**src/rtl/asp_pkg.sv**
```systemverilog
// Purpose: shared types and constants for the converter serial port
// Assumes: serial pins sampled by mclk through two flops
// Notes:   configuration byte is 8 bits, start bit is bit 7
package asp_pkg;
   localparam int          ASP_CFG_BITS   = 8;
   localparam int          ASP_START_POS  = 7;
   localparam int          ASP_RESULT_W   = 16;
   localparam logic [2:0]  ASP_CNT_RESET  = 3'h0;
   localparam logic [1:0]  ASP_SYNC_RESET = 2'h3;

   typedef enum {
      ASP_HUNT,
      ASP_CFG,
      ASP_WAIT,
      ASP_SHIFT
   } asp_state_t;

   // pins as seen from the host side
   typedef struct packed {
      logic csN;
      logic sclk;
      logic din;
   } asp_pins_t;

   // serial output pin, enable low while driving
   typedef struct packed {
      logic dout;
      logic doutOeN;
   } asp_dout_t;
endpackage : asp_pkg

```
**src/rtl/asp_serial_port.sv**
```systemverilog
// What this block does
// - capture input on shift clock rise, selected
// - next output bit on shift clock fall
// - deselected: clock and input ignored, frame back to hunt
// - deselected: serial output released, high impedance
// - internal clock: strobe rises when result ready
// - external clock mode: strobe held low
// - strobe always driven, never released
// - first one after select is config top
//
// Purpose: pin side of the converter serial port
// Assumes: pins asynchronous to mclk; sclk much slower than mclk
// Notes:   result word comes from the converter core
`timescale 1ns/1ps
`default_nettype none
module asp_serial_port
   import asp_pkg::*;
#(
   parameter int RESULT_W = ASP_RESULT_W
) (
   input  wire logic                mclk,
   input  wire logic                rst_n,
   input  wire asp_pins_t           pins,
   output var  asp_dout_t           doutPin,
   output logic                     resultReadyStrobe,
   input  wire logic                extClockMode,
   input  wire logic                resultValid,
   input  wire logic [RESULT_W-1:0] resultWord,
   output logic                     cfgValid,
   output logic [ASP_CFG_BITS-1:0]  cfgByte
);

   localparam int         SYNC_N       = 3;
   localparam int         SYNC_CS      = 2;
   localparam int         SYNC_CK      = 1;
   localparam int         SYNC_DI      = 0;
   localparam logic [2:0] CFG_LAST_CNT = 3'(ASP_CFG_BITS - 2);

   logic [SYNC_N-1:0]       pinRaw;
   logic [SYNC_N-1:0]       pinSync;
   logic                    sclkPrev;
   asp_state_t              state;
   asp_state_t              next_state;
   logic [2:0]              cfgCnt;
   logic [ASP_CFG_BITS-1:0] cfgShift;
   logic [RESULT_W-1:0]     outShift;
   logic                    resultPending;
   logic                    doutReg;
   logic                    doutOeNReg;

   assign pinRaw[SYNC_CS] = pins.csN;
   assign pinRaw[SYNC_CK] = pins.sclk;
   assign pinRaw[SYNC_DI] = pins.din;

   // two flops per pin
   for (genvar g = 0; g < SYNC_N; g++) begin : g_sync
      logic [1:0] stage;
      always_ff @(posedge mclk or negedge rst_n) begin
         if (!rst_n) begin
            stage <= (g == SYNC_CS) ? ASP_SYNC_RESET : 2'h0;
         end else begin
            stage <= {stage[0], pinRaw[g]};
         end
      end
      assign pinSync[g] = stage[1];
   end

   // previous shift clock level
   always_ff @(posedge mclk or negedge rst_n) begin
      if (!rst_n) begin
         sclkPrev <= 1'b0;
      end else begin
         sclkPrev <= pinSync[SYNC_CK];
      end
   end

   // edge detect on synced pins
   wire csLow    = ~pinSync[SYNC_CS];
   wire sclkRise = csLow & pinSync[SYNC_CK] & ~sclkPrev;
   wire sclkFall = csLow & ~pinSync[SYNC_CK] & sclkPrev;
   wire dinBit   = pinSync[SYNC_DI];

   // frame decode
   wire cfgStart     = (state == ASP_HUNT) & sclkRise & dinBit;
   wire cfgStep      = (state == ASP_CFG) & sclkRise;
   wire cfgLast      = cfgStep & (cfgCnt == CFG_LAST_CNT);
   wire loadResult   = resultValid & ((state == ASP_WAIT) | cfgLast);
   wire shiftOut     = (state == ASP_SHIFT) & sclkFall;
   wire next_strobe  = ~extClockMode & (resultPending | (resultValid & (state == ASP_WAIT)));
   wire next_doutOeN = ~csLow;
   wire next_dout    = csLow & (state == ASP_SHIFT) & outShift[RESULT_W-1];
   wire [ASP_CFG_BITS-1:0] next_cfg = {cfgShift[ASP_CFG_BITS-2:0], dinBit};

   always_comb begin
      next_state = state;
      case (state)
         ASP_HUNT: begin
            if (sclkRise && dinBit) begin
               next_state = ASP_CFG;
            end
         end
         ASP_CFG: begin
            if (cfgLast) begin
               next_state = (extClockMode || resultValid) ? ASP_SHIFT : ASP_WAIT;
            end
         end
         ASP_WAIT: begin
            if (resultValid) begin
               next_state = ASP_SHIFT;
            end
         end
         ASP_SHIFT: begin
            next_state = ASP_SHIFT;
         end
         default: begin
            next_state = ASP_HUNT;
         end
      endcase
      if (!csLow) begin
         next_state = ASP_HUNT;
      end
   end

   // next state
   always_ff @(posedge mclk or negedge rst_n) begin
      if (!rst_n) begin
         state <= ASP_HUNT;
      end else begin
         state <= next_state;
      end
   end

   always_ff @(posedge mclk or negedge rst_n) begin
      if (!rst_n) begin
         cfgCnt <= ASP_CNT_RESET;
      end else if (cfgStart) begin
         cfgCnt <= ASP_CNT_RESET;
      end else if (cfgStep) begin
         cfgCnt <= cfgCnt + 3'h1;
      end
   end

   always_ff @(posedge mclk or negedge rst_n) begin
      if (!rst_n) begin
         cfgShift <= '0;
      end else if (cfgStart) begin
         cfgShift <= {{(ASP_CFG_BITS-1){1'b0}}, 1'b1};
      end else if (cfgStep) begin
         cfgShift <= next_cfg;
      end
   end

   always_ff @(posedge mclk or negedge rst_n) begin
      if (!rst_n) begin
         cfgValid <= 1'b0;
      end else begin
         cfgValid <= cfgLast;
      end
   end

   // last full byte
   always_ff @(posedge mclk or negedge rst_n) begin
      if (!rst_n) begin
         cfgByte <= '0;
      end else if (cfgLast) begin
         cfgByte <= next_cfg;
      end
   end

   always_ff @(posedge mclk or negedge rst_n) begin
      if (!rst_n) begin
         outShift <= '0;
      end else if (loadResult) begin
         outShift <= resultWord;
      end else if (shiftOut) begin
         outShift <= {outShift[RESULT_W-2:0], 1'b0};
      end
   end

   always_ff @(posedge mclk or negedge rst_n) begin
      if (!rst_n) begin
         resultPending <= 1'b0;
      end else if (loadResult) begin
         resultPending <= ~extClockMode;
      end else if (shiftOut || !csLow) begin
         resultPending <= 1'b0;
      end
   end

   always_ff @(posedge mclk or negedge rst_n) begin
      if (!rst_n) begin
         doutOeNReg <= 1'b1;
      end else begin
         doutOeNReg <= next_doutOeN;
      end
   end

   always_ff @(posedge mclk or negedge rst_n) begin
      if (!rst_n) begin
         doutReg <= 1'b0;
      end else begin
         doutReg <= next_dout;
      end
   end

   assign doutPin = '{dout: doutReg, doutOeN: doutOeNReg};

   always_ff @(posedge mclk or negedge rst_n) begin
      if (!rst_n) begin
         resultReadyStrobe <= 1'b0;
      end else begin
         resultReadyStrobe <= next_strobe;
      end
   end

endmodule : asp_serial_port
`default_nettype wire

```
**config.mk**
```make
export PLATFORM = sky130hd
export DESIGN_NAME = asp_serial_port
export DESIGN_NICKNAME = d
export VERILOG_FILES = /design/src/rtl/asp_pkg.sv /design/src/rtl/asp_serial_port.sv
export SDC_FILE = /design/constraint.sdc
export NUM_CORES = 1
export LEC_CHECK = 0
export BUFFER_PORTS_ARGS = -buffer_cell sky130_fd_sc_hd__buf_2
export CAP_MARGIN = 20
export CORE_AREA = 8 8 105 59
export DETAILED_ROUTE_END_ITERATION = 7
export DIE_AREA = 0 0 113 67
export GPL_TIMING_DRIVEN = 0
export REMOVE_ABC_BUFFERS = 1
export SYNTH_ARGS = -nofsm -noshare
export SYNTH_HDL_FRONTEND = slang
export SYNTH_SLANG_ARGS = --single-unit
```
**constraint.sdc**
```tcl
create_clock -name mclk -period 5.6 [get_ports mclk]
set_input_delay 0.56 -clock mclk [delete_from_list [all_inputs] [get_ports mclk]]
set_output_delay 0.56 -clock mclk [all_outputs]
set_load 0.005 [all_outputs]
```
# Word level (Yosys, flattened, before mapping)

Cells that the tools add are included.

Output and inout bits: 12
Bits in registers: 78
Logic and storage cells: 68

Reduce and logical (&&, ||, !) cells: 9
Equality and inequality tests: 10
Muxes and demuxes: 14
Bitwise logic cells: 20
Add/subtract/negate cells: 1

Operators with widths:

| kind                  | count |
|---|---|
| $mux W32              | 4 |
| $pmux W32 S4          | 1 |
| $eq A32 B2 Y1 const B | 3 |
| $eq A32 B3 Y1 const B | 2 |
| $logic_not A32 Y1     | 2 |
| $eq A32 B1 Y1 const B | 1 |
| $mux W16              | 2 |
| $and A1 B1 Y1         | 14 |
| $mux W7               | 2 |
| $ne A3 B3 Y1 const B  | 3 |
| $mux W3               | 2 |
| $reduce_bool A2 Y1    | 3 |
| $not A1 Y1            | 4 |
| $add A3 B1 Y3 const B | 1 |
| $eq A3 B3 Y1 const B  | 1 |
| $mux W1               | 3 |
| $reduce_and A3 Y1     | 1 |
| $logic_or A1 B1 Y1    | 2 |
| $or A1 B1 Y1          | 2 |
| $logic_and A1 B1 Y1   | 1 |

# Logic depth before layout (Yosys ltp)

Gate-level depths: netlist of run 1.

Depth in word-level cells: 8
Gate-level depth with buffers: 6

# Least setup slack after synthesis of run 1

OpenSTA, ideal clock, no wires.

Path kind: reg-to-reg
Start point: reg g_sync[2].stage[1]
End point: reg outShift[0]
Period minus slack after synthesis: 1821 ps
Stages on the path, launching flop included: 7
Setup slack: 3779 ps
Arrival time: 1696 ps
Cells stage by stage: dfstp_2 > nor2b_1 > buf_2 > and4_4 > o21ai_4 > buf_6 > mux2_4

Longest elaborated chain between the ends: 8
Elaborated cells between the ends (all ways): 12
Those cells by class: 1 x mux; 10 x bitwise; 1 x reduce/logical

RTL lines:

| element                                        | RTL line               | source |
|---|---|---|
| from (decl)                                    | asp_serial_port.sv:57  | `logic [1:0] stage;` |
| from (signal assigned)                         | asp_serial_port.sv:60  | `stage <= (g == SYNC_CS) ? ASP_SYNC_RESET : 2'h0;` |
| from (signal assigned)                         | asp_serial_port.sv:62  | `stage <= {stage[0], pinRaw[g]};` |
| $not A1 Y1 *                                   | asp_serial_port.sv:78  | `wire csLow = ~pinSync[SYNC_CS];` |
| $and A1 B1 Y1 (2 in series)                    | asp_serial_port.sv:79  | `wire sclkRise = csLow & pinSync[SYNC_CK] & ~sclkPrev;` |
| $and A1 B1 Y1                                  | asp_serial_port.sv:85  | `wire cfgStep = (state == ASP_CFG) & sclkRise;` |
| $and A1 B1 Y1                                  | asp_serial_port.sv:86  | `wire cfgLast = cfgStep & (cfgCnt == CFG_LAST_CNT);` |
| $or A1 B1 Y1                                   | asp_serial_port.sv:87  | `wire loadResult = resultValid & ((state == ASP_WAIT) \| cfgLast);` |
| $and A1 B1 Y1                                  | asp_serial_port.sv:87  |  |
| $mux W16 or $reduce_bool A2 Y1 (tied branches) | --                     |  |
| to (signal assigned)                           | asp_serial_port.sv:174 | `outShift <= resultWord;` |
| to (signal assigned)                           | asp_serial_port.sv:176 | `outShift <= {outShift[RESULT_W-2:0], 1'b0};` |
| to (decl)                                      | asp_serial_port.sv:46  | `logic [RESULT_W-1:0] outShift;` |

Every way passes the cells marked *; elsewhere a longest branch is shown, timed or not.
A chain may end at the register's enable or synchronous reset.

# Worst setup path after layout of run 1

Start point: reg state[0]
End point: reg outShift[2]

Longest elaborated chain between the ends: 6
Elaborated cells between the ends (all ways): 10
Those cells by class: 3 x eq/ne; 1 x mux; 5 x bitwise; 1 x reduce/logical

RTL lines:

| element                                        | RTL line               | source |
|---|---|---|
| from (decl)                                    | asp_serial_port.sv:42  | `asp_state_t state;` |
| from (signal assigned)                         | asp_serial_port.sv:129 | `state <= next_state;` |
| $eq A32 B2 Y1                                  | asp_serial_port.sv:85  |  |
| $and A1 B1 Y1                                  | asp_serial_port.sv:85  |  |
| $and A1 B1 Y1                                  | asp_serial_port.sv:86  |  |
| $or A1 B1 Y1                                   | asp_serial_port.sv:87  |  |
| $and A1 B1 Y1                                  | asp_serial_port.sv:87  |  |
| $mux W16 or $reduce_bool A2 Y1 (tied branches) | --                     |  |

Several ways; a longest one is shown, not always the timed one.

==> out/metrics.csv, run 1 <==
stage;metric;value;unit
outcome;status;finished clean;
grt;first-pass GRT wire length;5.90;mm
placed_design;hpwl dp;2.52;mm
grt;largest net degree at the start of global routing;49;
synthesis;synthesized area;2050;um^2
critical_path;R2R Setup Slk;3010;ps
layout;# diodes;0;
pwr;P_leak;1.24;nW
synthesis;largest cells by area after synthesis;dfrtp_1, mux2_2, mux2_4;
pwr;Pwr per Cell Area;273;nW/um^2
route;Vias/cell;4.88;
sta;Fmax achieved;386;MHz
grt;Total GRT Usage;10.0;%
synthesis;Synth top area share;55.0;%
floorplanning;chip height;67;um
layout;post-layout util;50.5;%
sta;Final Cycle Share;46.3;%
floorplanning;site row count;18;
route;routed vias;1172;
critical_path;Crit-path slowest cell;and4b_1;
critical_path;R2R Path End;outShift[2]$_DFFE_PN0P_;
critical_path;worst path required time;5780;ps
route;post-route ant nets;0;
sta;pins over their slew limit;0;
sta;WHS;140;ps
floorplanning;die area;7570;um^2
grt;Overflow after GRT;0;
sta;min cycle time layout;2590;ps
sta;# setup viols final;0;
synthesis;Post-Syn Instances;145;
critical_path;worst-path fanout max;17;
route;DRC viols;0;
layout;share of layout cells above drive strength 1;48.9;%
clocking;post_cts resized;0;
critical_path;r2r worst-path depth;4;
clocking;CTS sink cnt;48;
critical_path;Critical Path AT;2780;ps
clocking;Clock Path Buffers;2;
job;max-cap violations;0;
sta;Setup Skew;5.52;ps
synthesis;Avg Cell Area, Syn;14.1;um^2
synthesis;Cell variety after synth;30;
floorplanning;core footprint;4730;um^2
sta;RSZ-0062 raised after global routing;no;
floorplanning;starting density of the core;43.3;%
sta;setup tns final;0;ps
critical_path;crit path launch;state[0]$_DFFE_PN0P_;
grt;initial antenna violation count;0;
layout;commonest non-fill, non-tap cell in the layout;dfrtp_1;
critical_path;CP Cell Sequence;nor2b_1 > and4b_1 > mux2_2 > mux2_4;
sta;actual slew at the worst max-slew pin;751;ps
placed_design;I/O Buffers;34;
pwr;Max VDD drop;0.116;mV
critical_path;worst r2r src;state[0]$_DFFE_PN0P_;
clocking;CTS root buf;clkbuf_8;
critical_path;Max stage delay on crit path;810;ps
critical_path;crit path kind;reg2reg;
placed_design;GP Congestion;0.686;
synthesis;Synth warnings;0;
critical_path;Worst setup SP type;flop;
sta;Hold Violations, Final;0;
floorplanning;Die Span X;113;um
route;DRT iter0 DRCs;58;
clocking;worst-skew pair later-pin latency;300;ps
critical_path;CP Capture Type;flop;
synthesis;post-synthesis sequential area ratio;58.9;%
clocking;clock slew at reported path FFs;90;ps
clocking;CTS Hold Bufs;0;
synthesis;Seq cells post-synth;48;
clocking;number of setup buffers added after CTS;0;
route;Wirelength per Cell;14.9;um
layout;Area Overhead vs Synth;16.7;%
clocking;CTS tree;yes;
layout;commonest cells after routing, fill and taps aside;dfrtp_1, buf_2, mux2_2;
route;WL final;3.59;mm
critical_path;crit path to;outShift[2]$_DFFE_PN0P_;
synthesis;area leader, netlist;dfrtp_1;
clocking;total CTS buffers;5;
clocking;H-tree levels;2;
sta;Slew headroom;49.9;%
grt;number of global-route vias before repair;1234;
worst_hold_path;Hold Crit Class;in2async;
floorplanning;Top Ports;35;
route;Pre-Repair DR Iteration Count;4;
layout;layout net count;204;
power breakdown:
part / internal [mW] / switching, mW / total [mW]
combinational: 0.0112 / 0.0144 / 0.0256
sequential: 0.353 / 0.00398 / 0.357
clock: 0.158 / 0.112 / 0.270
total: 0.522 / 0.130 / 0.653
metrics by stage:
stage | total power, mW | cells | setup slack, ps | area (um^2)
final | 0.653 | 240 | 3010 | 2390
after CTS | 0.662 | 239 | 2970 | 2370
after global routing | 0.678 | 240 | 2850 | 2390
after floorplan | 0.371 | 137 | 3440 | 2000
after global placement | 0.388 | 231 | 3040 | 2240
after detailed placement | 0.389 | 231 | 2980 | 2240
cells in the mapped netlist:
master,count
or2_2,1
and4b_1,1
or3b_1,1
mux2_4,9
nor2_1,5
nand3_1,7
buf_6,1
clkbuf_1,1
xnor2_1,1
a211oi_1,2
nor3_1,1
and4_4,1
buf_2,4
a21o_1,1
and3_1,1
xor2_1,1
dfrtp_1,45
nor2b_1,4
a21oi_1,8
o21ai_4,1
buf_4,2
ha_1,2
nor3b_4,1
mux2_2,29
nand2_1,8
mux2i_1,1
and3b_1,1
inv_1,1
mux2_1,1
dfstp_2,3
logic make-up after synthesis:
family	after synthesis	synth area share, %
compound gates	12	3.85
simple gates	32	8.99
xor+xnor	2	0.856
mux	40	23.6
flops	48	58.9
buf+inv	9	2.63
fa+ha+maj	2	1.22
worst max-delay path: cells and delay by family, from the launching register on:
family	cells	cell delay [ps]
multiplexers	2	670
flip-flops	1	380
AND/OR/NAND/NOR	2	1410
flip-flops by register name, indices dropped and copies added, names as in the netlist:
name / count
cfgByte: 8
cfgCnt: 3
cfgShift: 7
cfgValid: 1
doutOeNReg: 1
doutReg: 1
g_sync.stage: 6
outShift: 16
resultPending: 1
resultReadyStrobe: 1
sclkPrev: 1
state: 2
how the worst min path moves through the flow:
stage	slack (ps)	cells after the start	to
6_report	140	1	resultReadyStrobe$_DFF_PN0_
5_1_grt	150	1	resultReadyStrobe$_DFF_PN0_
4_1_cts	340	1	g_sync[2].stage[0]$_DFF_PN1_
3_5_place_dp	350	0	g_sync[1].stage[1]$_DFF_PN0_
3_3_place_gp	330	0	g_sync[0].stage[1]$_DFF_PN0_
2_1_floorplan	260	0	cfgByte[0]$_DFFE_PN0P_
layer usage:
layer	vias up	track usage (%)	wire length, um
li1	572	-	-
met1	572	12.9	1860
met2	23	14.4	1480
met3	5	4.15	197
met4	0	4.44	45
met5	-	0	0
cell type report:
cell class / instances / area, um^2
multi-input cells: 88 / 788
clock buffers: 7 / 96.3
flip-flops and latches: 48 / 1200
repair buffers: 35 / 190
fillers: 410 / 2340
inverters: 1 / 3.75
clock inverters: 1 / 30.0
well taps: 60 / 75.1
(Power assumes the default switching activity.)
==> inputs of run 2 (changes only) <==
ABC_AREA = 1   (was default)
CORE_AREA = 8 8 111 62   (was 8 8 105 59)
DIE_AREA = 0 0 119 70   (was 0 0 113 67)
PLACE_DENSITY = 0.67   (was default)
clock period = 2.3 ns   (was 5.6 ns; I/O delays follow)
==> out/metrics.csv, run 2 <==
stage;metric;value;unit;change
synthesis;post-synthesis mux area share;0;%;was 23.6%
grt;Overflow after GRT;0;;unchanged
sta;Hold Violations, Final;0;;unchanged
route;DRC viols;0;;unchanged
grt;largest net degree at the start of global routing;49;;unchanged
critical_path;Critical Path AT;2070;ps;was 2780 ps
clocking;H-tree levels;2;;unchanged
pwr;combinational share of power;18.7;%;was 3.9%
synthesis;Synth top cells by count;nand2_1, nand3_1, dfrtp_1, inv_1, nand4_1;;was dfrtp_1, mux2_2, mux2_4, a21oi_1, nand2_1
synthesis;post-synthesis sequential area ratio;52.4;%;was 58.9%
route;post-route ant nets;0;;unchanged
grt;initial antenna violation count;0;;unchanged
layout;share of layout cells above drive strength 1;20.4;%;was 48.9%
sta;RSZ-0062 raised after global routing;no;;unchanged
layout;max reg flops;16;;unchanged
layout;Area Overhead vs Synth;14.5;%;was 16.7%
synthesis;area leader, netlist;dfrtp_1;;unchanged
sta;Fmax achieved;528;MHz;was 386 MHz
sta;actual slew at the worst max-slew pin;759;ps;was 751 ps
sta;min cycle time layout;1890;ps;was 2590 ps
layout;Multi-input gate area;888;um^2;was 788 um^2
synthesis;fraction of registers with async set/reset;100;%;unchanged
synthesis;post-synthesis simple-gate area fraction;34.6;%;was 8.99%
synthesis;Compound-Gate Fraction of Synth Area;2.94;%;was 3.85%
pwr;P_leak;1.41;nW;was 1.24 nW
placed_design;I/O Buffers;34;;unchanged
worst_hold_path;Hold Crit Class;in2reg;;was in2async
layout;Reg with most FFs;outShift;;unchanged
synthesis;Post-Syn Instances;270;;was 145
synthesis;xor/xnor cell area share of the yosys netlist;0;%;was 0.856%
pwr;internal power;1.61;mW;was 522 uW
pwr;Pwr per Cell Area;854;nW/um^2;was 273 nW/um^2
layout;largest registers;outShift x16, cfgByte x8, cfgShift x7;;unchanged
layout;Layout Cells excl Fill;372;;was 240
floorplanning;die area;8330;um^2;was 7570 um^2
synthesis;largest cells by area after synthesis;dfrtp_1, nand3_1, nand2_1;;was dfrtp_1, mux2_2, mux2_4
job;max-cap violations;0;;unchanged
pwr;Max VDD drop;0.316;mV;was 0.116 mV
floorplanning;Die Span X;119;um;was 113 um
route;routed vias;1854;;was 1172
grt;first-pass GRT wire length;8.31;mm;was 5.90 mm
sta;# setup viols final;0;;unchanged
floorplanning;core footprint;5300;um^2;was 4730 um^2
pwr;Sw Ratio;28.4;%;was 20.0%
clocking;CTS root buf;clkbuf_8;;unchanged
placed_design;dpl cells;361;;was 231
sta;pins over their slew limit;0;;unchanged
sta;Final Cycle Share;82.3;%;was 46.3%
clocking;total CTS buffers;5;;unchanged
critical_path;worst path required time;2480;ps;was 5780 ps
pwr;Switching Power;640;uW;was 130 uW
route;Wirelength per Cell;12.8;um;was 14.9 um
synthesis;Cell variety after synth;26;;was 30
synthesis;Avg Cell Area, Syn;8.52;um^2;was 14.1 um^2
route;Vias/cell;4.98;;was 4.88
placed_design;hpwl dp;3.19;mm;was 2.52 mm
pwr;Seq pwr share;52.5;%;was 54.8%
clocking;number of setup buffers added after CTS;0;;unchanged
critical_path;crit path kind;reg2reg;;unchanged
sta;setup tns final;0;ps;unchanged
layout;post-route cell area;2630;um^2;was 2390 um^2
route;DRT iter0 DRCs;83;;was 58
synthesis;Seq cells post-synth;48;;unchanged
clocking;clock slew at reported path FFs;80;ps;was 90 ps
critical_path;CP Capture Type;flop;;unchanged
clocking;CTS sink cnt;48;;unchanged
sta;Setup Skew;8.72;ps;was 5.52 ps
grt;number of global-route vias before repair;1774;;was 1234
floorplanning;chip height;70;um;was 67 um
route;WL final;4.77;mm;was 3.59 mm
floorplanning;starting density of the core;43.4;%;was 43.3%
layout;commonest cells after routing, fill and taps aside;nand2_1, nand3_1, dfrtp_1;;was dfrtp_1, buf_2, mux2_2
layout;Fillers;533;;was 410
outcome;status;finished clean;;unchanged
grt;Total GRT Usage;11.9;%;was 10.0%
synthesis;Synth warnings;0;;unchanged
layout;commonest non-fill, non-tap cell in the layout;nand2_1;;was dfrtp_1
critical_path;Worst setup SP type;flop;;unchanged
placed_design;GP Congestion;0.762;;was 0.686
layout;layout net count;323;;was 204
clocking;Clock Path Buffers;2;;unchanged
pwr;clock power share;28.8;%;was 41.3%
synthesis;number of synthesized flops with an enable pin;0;;unchanged
layout;register area;1200;um^2;unchanged
synthesis;Post-synth top flop;dfrtp_1;;unchanged
clocking;CTS tree;yes;;unchanged
critical_path;worst-path fanout max;31;;was 17
synthesis;synthesized area;2300;um^2;was 2050 um^2
layout;# diodes;0;;unchanged
clocking;worst-skew pair later-pin latency;290;ps;was 300 ps
synthesis;top-count cell post-synth;nand2_1;;was dfrtp_1
floorplanning;Top Ports;35;;unchanged
route;Pre-Repair DR Iteration Count;4;;unchanged
placed_design;area post-placement;2460;um^2;was 2240 um^2
synthesis;Post-Synth Adder-Cell Area;1.09;%;was 1.22%
synthesis;main combinational cell family by area after synthesis;simple AND/OR/NAND/NOR gates;;was multiplexers
sta;Slew headroom;49.3;%;was 49.9%
synthesis;Synth top area share;48.9;%;was 55.0%
floorplanning;site row count;19;;was 18
==> run 2: cell count changes in the layout (fill, tap and decap cells not counted), moves of 3 or more <==
cell and change:
nand4_1 +16, o21ai_0 +6, mux2_2 -29, nand2_1 +67, nand3_1 +51, mux2_4 -9
inv_1 +22, inv_2 +3, nor2_4 +3, a21oi_1 -4, nor2b_1 -4
==> run 2: path summary, 6_finish.rpt <==
| kind | from | endpoint | slack [ps] | cells after the start |
|---|---|---|---|---|
| worst max register to register | cfgCnt[0]$_DFFE_PN0P_ | outShift[3]$_DFFE_PN0P_ | 410 | 7 |
| worst min register to register | g_sync[1].stage[0]$_DFF_PN0_ | g_sync[1].stage[1]$_DFF_PN0_ | 350 | 0 |
| min in group asynchronous | rst_n | outShift[11]$_DFFE_PN0P_ | 430 | 2 |
| max in group asynchronous | rst_n | g_sync[2].stage[0]$_DFF_PN1_ | 1270 | 3 |
| worst max-delay path | cfgCnt[0]$_DFFE_PN0P_ | outShift[3]$_DFFE_PN0P_ | 410 | 7 |
| worst min-delay path | pins[2] | g_sync[2].stage[0]$_DFF_PN1_ | 40 | 1 |
==> run 2: power groups by stage <==
stage / registers, mW / clock network [mW] / logic (mW)
6_report: 1.18 / 0.648 / 0.421
5_1_grt: 1.21 / 0.699 / 0.496
4_1_cts: 1.18 / 0.669 / 0.417
3_5_place_dp: 1.20 / 0 / 0.413
3_3_place_gp: 1.19 / 0 / 0.401
2_1_floorplan: 1.16 / 0 / 0.311
==> run 2: cells by family after synthesis <==
family,Yosys count
AO/OA/AOI/OAI,13
AND/OR/NAND/NOR,163
buffers and inverters,44
adder cells (fa/ha/maj),2
flip-flops,48
==> run 2: what timing repair did <==
item	in CTS	in global routing
endpoints found under the hold margin	0	22
hold buffers	0	1
gates resized for setup	0	0
==> run 2: layout make-up <==
| cell class | instances | area share, % |
|---|---|---|
| Inverter | 28 | 4.09 |
| Multi-Input combinational cell | 178 | 33.7 |
| Tap cell | 73 | 3.47 |
| Clock buffer | 7 | 3.66 |
| Clock inverter | 1 | 1.14 |
| Sequential cell | 48 | 45.7 |
| Timing Repair Buffer | 37 | 8.17 |
==> run 2: through the flow <==
step                hold slack, ps  setup slack [ps]  util [%]  power, mW
floorplan                    -65.6               728         -       1.47
global placement               335               279      46.4       1.59
detailed placement             339               183      46.4       1.61
CTS                           20.3               282      48.8       2.27
global route                  13.4               147      49.7       2.40
finish                        35.9               407      49.7       2.25
==> run 2: critical path: stages, from the launching register on <==
cell and delay [ps]:
dfrtp_1 390, inv_1 90, ha_1 140, nand2_1 50, inv_1 120, nand4_2 620, nand4_1 290, nand2_1 90
==> run 2: routing by layer <==
metal | vias up | track usage, % | wire [um]
met5 | - | 0 | 0
met4 | 0 | 3.76 | 41
met3 | 4 | 3.85 | 295
met2 | 60 | 17.4 | 1970
met1 | 850 | 16.2 | 2460
li1 | 940 | - | -
